--- config.mk ---
export PLATFORM = sky130hd
export DESIGN_NAME = sie_edge_irq
export DESIGN_NICKNAME = d
export VERILOG_FILES = /design/src/hdl/sie_pkg.sv /design/src/hdl/sie_edge_irq.sv /design/src/hdl/sie_chan_edge.sv
export VERILOG_INCLUDE_DIRS = /design/src /design/src/hdl
export SDC_FILE = /design/constraint.sdc
export NUM_CORES = 1
export LEC_CHECK = 0
export ABC_AREA = 1
export BUFFER_PORTS_ARGS = -buffer_cell sky130_fd_sc_hd__clkbuf_2
export CORE_ASPECT_RATIO = 1.4
export CORE_MARGIN = 4
export CORE_UTILIZATION = 54
export DETAILED_ROUTE_END_ITERATION = 10
export GPL_ROUTABILITY_DRIVEN = 0
export GPL_TIMING_DRIVEN = 1
export HOLD_SLACK_MARGIN = 0.03
export PLACE_DENSITY = 0.95
export SYNTH_ARGS = -nofsm -noshare
export SYNTH_HDL_FRONTEND = slang
export SYNTH_SLANG_ARGS = --single-unit
--- constraint.sdc ---
create_clock -name ref_clk -period 4.14 [get_ports ref_clk]
set_clock_uncertainty 0.2 [all_clocks]
set_input_delay 0.207 -clock ref_clk [delete_from_list [all_inputs] [get_ports ref_clk]]
set_output_delay 0.207 -clock ref_clk [all_outputs]
set_load 0.005 [all_outputs]
--- src/hdl/sie_regs.svh ---
// ============================================================
// Register offsets, field layout and reset values for the edge select block
// Assumes inclusion by bare name from the package and the design modules
`ifndef SIE_REGS_SVH
`define SIE_REGS_SVH

// ============================================================
// Geometry
`define SIE_CHANNELS 24
`define SIE_FIELD_W 2
`define SIE_GROUP_SIZE 4
`define SIE_GROUPS 6
`define SIE_LEVELS 4
`define SIE_REG_W 24
`define SIE_ADDR_W 6

// ============================================================
// Register offsets
`define SIE_OFS_SEL_LOW 6'h22
`define SIE_OFS_SEL_HIGH 6'h23

// ============================================================
// Reset values
`define SIE_SEL_RESET 24'h000000
`define SIE_RDATA_RESET 24'h000000

`endif

--- src/hdl/sie_pkg.sv ---
// ============================================================
// Types shared by the edge select block
// Assumes sie_regs.svh is on the include path
`include "sie_regs.svh"

package sie_pkg;

    // Edge selection per channel field
    typedef enum logic [1:0] {
        SIE_EDGE_NONE,
        SIE_EDGE_RISE,
        SIE_EDGE_FALL,
        SIE_EDGE_BOTH
    } sie_edge_mode_t;

    // Comparator threshold codes: 2V, 2.7V, 3V, 4V
    typedef enum logic [1:0] {
        SIE_THR_2V0,
        SIE_THR_2V7,
        SIE_THR_3V0,
        SIE_THR_4V0
    } sie_thr_code_t;

    // Register access request from the serial interface logic
    typedef struct packed {
        logic wr;
        logic rd;
        logic [`SIE_ADDR_W-1:0] addr;
        logic [`SIE_REG_W-1:0] wdata;
    } sie_reg_req_t;

endpackage : sie_pkg

--- src/hdl/sie_edge_irq.sv ---
// ============================================================
// Edge select registers and comparator edge detection for 24 inputs
// Assumes register requests arrive synchronous to ref_clk from the serial port logic
// Functional notes
// - Field value zero: no interrupt for the channel whatever the comparator does.
// - Field value one: interrupt only on rising crossing of group threshold.
// - Field value two: interrupt only on falling crossing of group threshold.
// - Field value three: interrupt on both rising and falling crossings.
// - Channels 0-3, 4-7, 8-11 use their own group thresholds.
// - Low register: channel 11 in bits 23-22 down to channel 0 in 1-0.
// - High register at 23h, reset zero, channels 23 down to 12.
// - After reset every edge select field reads zero.
// - Low register sits at 22h and resets to zero.
// - Channels 12-15, 16-19, 20-23 use their own group thresholds.
// - Threshold codes zero to three pick 2V, 2.7V, 3V, 4V levels.
`timescale 1ns/10ps
`include "sie_regs.svh"

module sie_edge_irq
    import sie_pkg::*;
#(
    parameter int CHANNELS = `SIE_CHANNELS
)
(
    // Clock and reset
    input wire logic ref_clk,
    input wire logic sys_rst,
    // Register access
    input wire sie_reg_req_t reg_req,
    output logic [`SIE_REG_W-1:0] reg_rdata,
    output logic reg_rvalid,
    // Comparator levels and group thresholds
    input wire logic [CHANNELS-1:0][`SIE_LEVELS-1:0] comp_above,
    input wire logic [2*`SIE_GROUPS-1:0] group_threshold_sel,
    // Edge events
    output logic [CHANNELS-1:0] edge_flag,
    output logic edge_any
);

    // ============================================================
    // Registers and samples
    logic [`SIE_REG_W-1:0] channel_edge_irq_select_low;
    logic [`SIE_REG_W-1:0] channel_edge_irq_select_high;
    logic [`SIE_REG_W-1:0] next_select_low;
    logic [`SIE_REG_W-1:0] next_select_high;
    logic [`SIE_REG_W-1:0] next_rdata;
    logic next_rvalid;
    logic [CHANNELS-1:0] smp;
    logic [CHANNELS-1:0] cur_cmp;
    logic [CHANNELS-1:0] hit;
    logic primed;
    logic [2*CHANNELS-1:0] all_sel;

    assign all_sel = {channel_edge_irq_select_high, channel_edge_irq_select_low};

    // ============================================================
    // Register file
    always_comb begin
        next_select_low = channel_edge_irq_select_low;
        next_select_high = channel_edge_irq_select_high;
        next_rdata = reg_rdata;
        next_rvalid = reg_req.rd;
        if (reg_req.wr && reg_req.addr == `SIE_OFS_SEL_LOW) begin
            next_select_low = reg_req.wdata;
        end else if (reg_req.wr && reg_req.addr == `SIE_OFS_SEL_HIGH) begin
            next_select_high = reg_req.wdata;
        end
        if (reg_req.rd) begin
            if (reg_req.addr == `SIE_OFS_SEL_LOW) begin
                next_rdata = channel_edge_irq_select_low;
            end else if (reg_req.addr == `SIE_OFS_SEL_HIGH) begin
                next_rdata = channel_edge_irq_select_high;
            end else begin
                next_rdata = `SIE_RDATA_RESET;
            end
        end
    end

    always_ff @(posedge ref_clk) begin
        if (sys_rst) begin
            channel_edge_irq_select_low <= `SIE_SEL_RESET;
            channel_edge_irq_select_high <= `SIE_SEL_RESET;
            reg_rdata <= `SIE_RDATA_RESET;
            reg_rvalid <= 1'b0;
        end else begin
            channel_edge_irq_select_low <= next_select_low;
            channel_edge_irq_select_high <= next_select_high;
            reg_rdata <= next_rdata;
            reg_rvalid <= next_rvalid;
        end
    end

    // ============================================================
    // Threshold pick and per-channel edge decision
    for (genvar i = 0; i < CHANNELS; i++) begin : g_chan
        localparam int G = i / `SIE_GROUP_SIZE;
        assign cur_cmp[i] = comp_above[i][group_threshold_sel[2*G +: 2]];
        sie_chan_edge sie_chan_edge_i (
            .edge_sel(all_sel[2*i +: 2]),
            .now_above(cur_cmp[i]),
            .was_above(smp[i]),
            .primed(primed),
            .hit(hit[i])
        );
    end

    // ============================================================
    // Sample and event registers
    logic [CHANNELS-1:0] next_smp;
    logic [CHANNELS-1:0] next_flag;
    logic next_any;
    logic next_primed;

    always_comb begin
        next_smp = cur_cmp;
        next_flag = hit;
        next_any = |hit;
        next_primed = 1'b1;
    end

    always_ff @(posedge ref_clk) begin
        if (sys_rst) begin
            smp <= '0;
            edge_flag <= '0;
            edge_any <= 1'b0;
            primed <= 1'b0;
        end else begin
            smp <= next_smp;
            edge_flag <= next_flag;
            edge_any <= next_any;
            primed <= next_primed;
        end
    end

    // ============================================================
    // Checks
    logic [CHANNELS-1:0] m_none;
    logic [CHANNELS-1:0] m_rise;
    logic [CHANNELS-1:0] m_fall;
    logic [CHANNELS-1:0] m_both;
    logic [CHANNELS-1:0] up;
    logic [CHANNELS-1:0] dn;

    always_comb begin
        for (int k = 0; k < CHANNELS; k++) begin
            m_none[k] = all_sel[2*k +: 2] == 2'h0;
            m_rise[k] = all_sel[2*k +: 2] == 2'h1;
            m_fall[k] = all_sel[2*k +: 2] == 2'h2;
            m_both[k] = all_sel[2*k +: 2] == 2'h3;
        end
        up = cur_cmp & ~smp & {CHANNELS{primed}};
        dn = ~cur_cmp & smp & {CHANNELS{primed}};
    end

    property p_none_quiet;
        @(posedge ref_clk) disable iff (sys_rst)
        1 |=> (edge_flag & $past(m_none)) == '0;
    endproperty
    a_none_quiet: assert property (p_none_quiet) else $error("Flag on disabled channel");

    property p_rise_only;
        @(posedge ref_clk) disable iff (sys_rst)
        1 |=> (edge_flag & $past(m_rise)) == ($past(up) & $past(m_rise));
    endproperty
    a_rise_only: assert property (p_rise_only) else $error("Rising mode flag mismatch");

    property p_fall_only;
        @(posedge ref_clk) disable iff (sys_rst)
        1 |=> (edge_flag & $past(m_fall)) == ($past(dn) & $past(m_fall));
    endproperty
    a_fall_only: assert property (p_fall_only) else $error("Falling mode flag mismatch");

    property p_both_edges;
        @(posedge ref_clk) disable iff (sys_rst)
        1 |=> (edge_flag & $past(m_both)) == ($past(up | dn) & $past(m_both));
    endproperty
    a_both_edges: assert property (p_both_edges) else $error("Both edge flag mismatch");

    property p_low_groups;
        @(posedge ref_clk) disable iff (sys_rst)
        cur_cmp[9] == comp_above[9][group_threshold_sel[5:4]] && cur_cmp[6] == comp_above[6][group_threshold_sel[3:2]];
    endproperty
    a_low_groups: assert property (p_low_groups) else $error("Low group threshold wrong");

    property p_low_write;
        @(posedge ref_clk) disable iff (sys_rst)
        reg_req.wr && reg_req.addr == `SIE_OFS_SEL_LOW |=> all_sel[23:0] == $past(reg_req.wdata);
    endproperty
    a_low_write: assert property (p_low_write) else $error("Low register write lost");

    property p_high_write;
        @(posedge ref_clk) disable iff (sys_rst)
        reg_req.wr && reg_req.addr == `SIE_OFS_SEL_HIGH |=> all_sel[47:24] == $past(reg_req.wdata);
    endproperty
    a_high_write: assert property (p_high_write) else $error("High register write lost");

    property p_reset_zero;
        @(posedge ref_clk)
        sys_rst |=> all_sel == '0 && edge_flag == '0;
    endproperty
    a_reset_zero: assert property (p_reset_zero) else $error("Fields not zero after reset");

    property p_low_read;
        @(posedge ref_clk) disable iff (sys_rst)
        reg_req.rd && reg_req.addr == `SIE_OFS_SEL_LOW |=> reg_rvalid && reg_rdata == $past(channel_edge_irq_select_low);
    endproperty
    a_low_read: assert property (p_low_read) else $error("Low register read wrong");

    property p_high_groups;
        @(posedge ref_clk) disable iff (sys_rst)
        cur_cmp[21] == comp_above[21][group_threshold_sel[11:10]] && cur_cmp[13] == comp_above[13][group_threshold_sel[7:6]];
    endproperty
    a_high_groups: assert property (p_high_groups) else $error("High group threshold wrong");

    property p_flag_needs_change;
        @(posedge ref_clk) disable iff (sys_rst)
        edge_any |-> ($past(cur_cmp) != $past(smp)) && edge_flag != '0;
    endproperty
    a_flag_needs_change: assert property (p_flag_needs_change) else $error("Flag without comparator change");

endmodule : sie_edge_irq

--- src/hdl/sie_chan_edge.sv ---
// ============================================================
// Per-channel edge decision from the current and previous comparator sample
// Assumes the caller registers the sample and the result
`timescale 1ns/10ps

module sie_chan_edge
    import sie_pkg::*;
(
    // Selection and samples
    input wire logic [1:0] edge_sel,
    input wire logic now_above,
    input wire logic was_above,
    input wire logic primed,
    // Result
    output logic hit
);

    sie_edge_mode_t mode;
    logic rise;
    logic fall;

    // ============================================================
    // Edge decode
    always_comb begin
        mode = sie_edge_mode_t'(edge_sel);
        rise = primed & now_above & ~was_above;
        fall = primed & ~now_above & was_above;
        case (mode)
            SIE_EDGE_NONE: hit = 1'b0;
            SIE_EDGE_RISE: hit = rise;
            SIE_EDGE_FALL: hit = fall;
            SIE_EDGE_BOTH: hit = rise | fall;
            default: hit = 1'b0;
        endcase
    end

endmodule : sie_chan_edge

==> metrics.md <==
| Metric | Value |
|---|---|
| Starting density of the core | a little under three fifths |
| Clock power share | 46.4% |
| Num ports | between 150 and 200 |
| Final Cell Area | 8100 sq um |
| Vias in the first global route | 7295 |
| Initial antenna violation count | 1 |
| Area fraction of the dominant cell type after synthesis | 43.9% |
| #FFs+latches synth | 123 |
| Die Span X | 94.1 um |
| Period utilization | 58.6% |
| Largest net degree at the start of global routing | 65 |
| Syn_nets | 974 |
| Sink Count | 123 |
| Hpwl dp | 12100 um |
| Place WS | 1.59 ns |
| Post-cts sizing count | 0 |
| Startpoint types | input port |
| Worst hold slack | 0.0384 ns |
| Syn_area_per_cell | 6.73 sq um |
| Yosys cell types | 24 |
| Clock slew at reported path FFs | ~0.050 ns |
| Combinational Power Share | about 14% |
| Setup ws final | 1.71 ns |
| Power Total | 3.18 mW |
| Switch share | 25.1% |
| First-pass GRT wire length | about 34000 um |
| Yosys warns | 0 |
| Num CTS Buffers | 17 |
| Fin crit period | ~2.4 ns |
| Total Routed Length | 22000 um |
| Pleak | 4.05 nW |
| Via density | 5.78 |
| Nets@finish | approximately 1200 |
| CP required | 4.21 ns |
| Worst VDD drop | ~0.00024 V |
| Post-route core utilization | 81.0% |
| Row Count | between 40 and 50 |
| Core Area | roughly 10000 sq um |
| Buffers on Ports | about 190 |
| Worst Path Max Fanout | 2 |
| Root Driver | clkbuf_16 |
| Endpoints failing setup | 0 |
| Measured slew at the worst slew-check pin | about 1.2 ns |
| Status | finished, final reports clean |
| Clk buf depth | 2 |
| Total congestion overflow | 0 |
| PD cells | between 300 and 400 nW/um^2 |
| Hold Crit Class | in2reg |
| Register area share after synthesis | 43.9% |
| Sw Pwr | 0.797 mW |
| CP Class | in2reg |
| Final Slew Violations | 0 |
| Residual DRC | 0 |
| Post-DRT Antenna Nets | 0 |
| Drt pass-1 iters | 5 |
| Die area | roughly 12000 sq um |
| Max frequency | 412 MHz |
| Cell Area, Synth | ~5600 sq um |
| Setup crit end kind | flip-flop |
| Cell Int Power | 2.38 mW |
| Final Hold Fails | 0 |
| Chip height | 129 um |
| Unrepaired setup endpoints after global routing | false |
| Setup_tns | 0 ns |
| Starting DRT DRC Count | 978 |
| Final non-filler cell total | ~1300 |
| Placed instance area | 6580 sq um |
| Total Routing Usage GR | between 30% and 40% |
| Data arrival time of the critical path | 2.50 ns |
| Cells after DPL | 1123 |
| Max cap viols | 0 |
| Clk_lat worst skew | 0.43 ns |
| Filler cells | about 580 |
| Synth area leader | dfxtp_1 |
| Via count | 7226 |
| DR WL/cell | 17.6 um |
| Share of cells above drive strength 1 | 22.8% |
| Synth Instances | 832 |
| Slew HR | 18.2% |
| Synth area leaders | dfxtp_1 44%, nand2_1 14%, nor2_1 9.1% |
| H-tree depth | 4 |
| CTS tree | yes |
| Area Overhead vs Synth | 44.6% |
| Reg power frac | approximately two fifths |
-- state kept, by name (all words and copies together), names as in the netlist --
register,cells
channel_edge_irq_select_low,24
channel_edge_irq_select_high,24
edge_flag,24
smp,24
primed,1
reg_rdata,24
reg_rvalid,1
edge_any,1
-- worst paths after layout --
path	slack (ns)	cells after the start	from	endpoint
hold reg to reg	0.27	2	channel_edge_irq_select_high[10]$_SDFFE_PP0P_	channel_edge_irq_select_high[10]$_SDFFE_PP0P_
setup reg to reg	1.96	6	primed$_DFF_P_	edge_any$_SDFF_PP0_
setup / recovery	1.71	13	comp_above[86]	edge_any$_SDFF_PP0_
hold / removal	0.04	5	comp_above[51]	smp[12]$_SDFF_PP0_
-- cell type report --
type	instances	area (sq um)	area share [%]
Antenna cell	1	2.50	0.0309
Clock buffer	25	495	6.12
Clock inverter	7	87.6	1.08
Inverter	91	344	4.25
Multi-Input combinational cell	581	2630	32.4
Sequential cell	123	2460	30.4
Tap cell	135	169	2.08
Timing Repair Buffer	287	1910	23.6
-- critical path, cell delays in order --
cell	delay, ns
dlygate4sd3_1	0.54
clkbuf_2	0.12
nand2_1	0.08
nand3_1	0.10
dlygate4sd3_1	0.57
nand2_1	0.09
nand2_1	0.05
nand3_1	0.10
nand2_1	0.09
nor2_1	0.24
nand2_1	0.11
nor2_1	0.11
a21oi_1	0.08
-- cell usage after synthesis (all sizes together) --
library cell,n
a21oi,26
a31o,4
buf,12
clkbuf,25
dfxtp,123
inv,91
nand2,207
nand3,96
nand3b,1
nor2,138
nor3,2
o21ai,94
o221ai,6
or2,7
-- kinds of logic (layout without fill, tap and decap cells) --
family,count (synthesis),count (layout),synth area share (%)
AND/OR/NAND/NOR,451,451,33.8
other,0,1,0
AO/OA/AOI/OAI,130,130,13.1
flip-flops,123,123,43.9
buffers and inverters,128,410,9.13
-- metal layers --
metal,GRT usage [%],routed length [um],up-vias
met5,0,0,-
met4,28.2,1970,0
met3,9.18,2130,200
met2,62.3,10700,603
met1,36.3,7190,3235
li1,-,-,3188
-- placed cells by master (no fill, tap or decap), drive strengths merged --
master and count:
clkbuf 216, nand2 207, nor2 138, dfxtp 123, nand3 96, dlygate4sd3 94, o21ai 94, inv 91
a21oi 26, or2 7, o221ai 6, a31o 4, clkinv 4, nor3 2, bufinv 2, buf 2
diode 1, nand3b 1, clkinvlp 1
-- power groups by stage --
stage | Combinational [mW] | Sequential [mW] | Clock (mW)
6_report | 0.447 | 1.26 | 1.48
5_1_grt | 0.484 | 1.26 | 1.52
4_1_cts | 0.415 | 1.25 | 1.45
3_5_place_dp | 0.319 | 1.28 | 0
3_3_place_gp | 0.312 | 1.27 | 0
2_1_floorplan | 0.185 | 1.27 | 0
-- repair_timing --
item / in CTS / in global routing
buffers inserted: 0 / 0
hold buffers: 94 / 0
endpoints found under the hold margin: 72 / 0
Power figures use the tool's default switching activity.
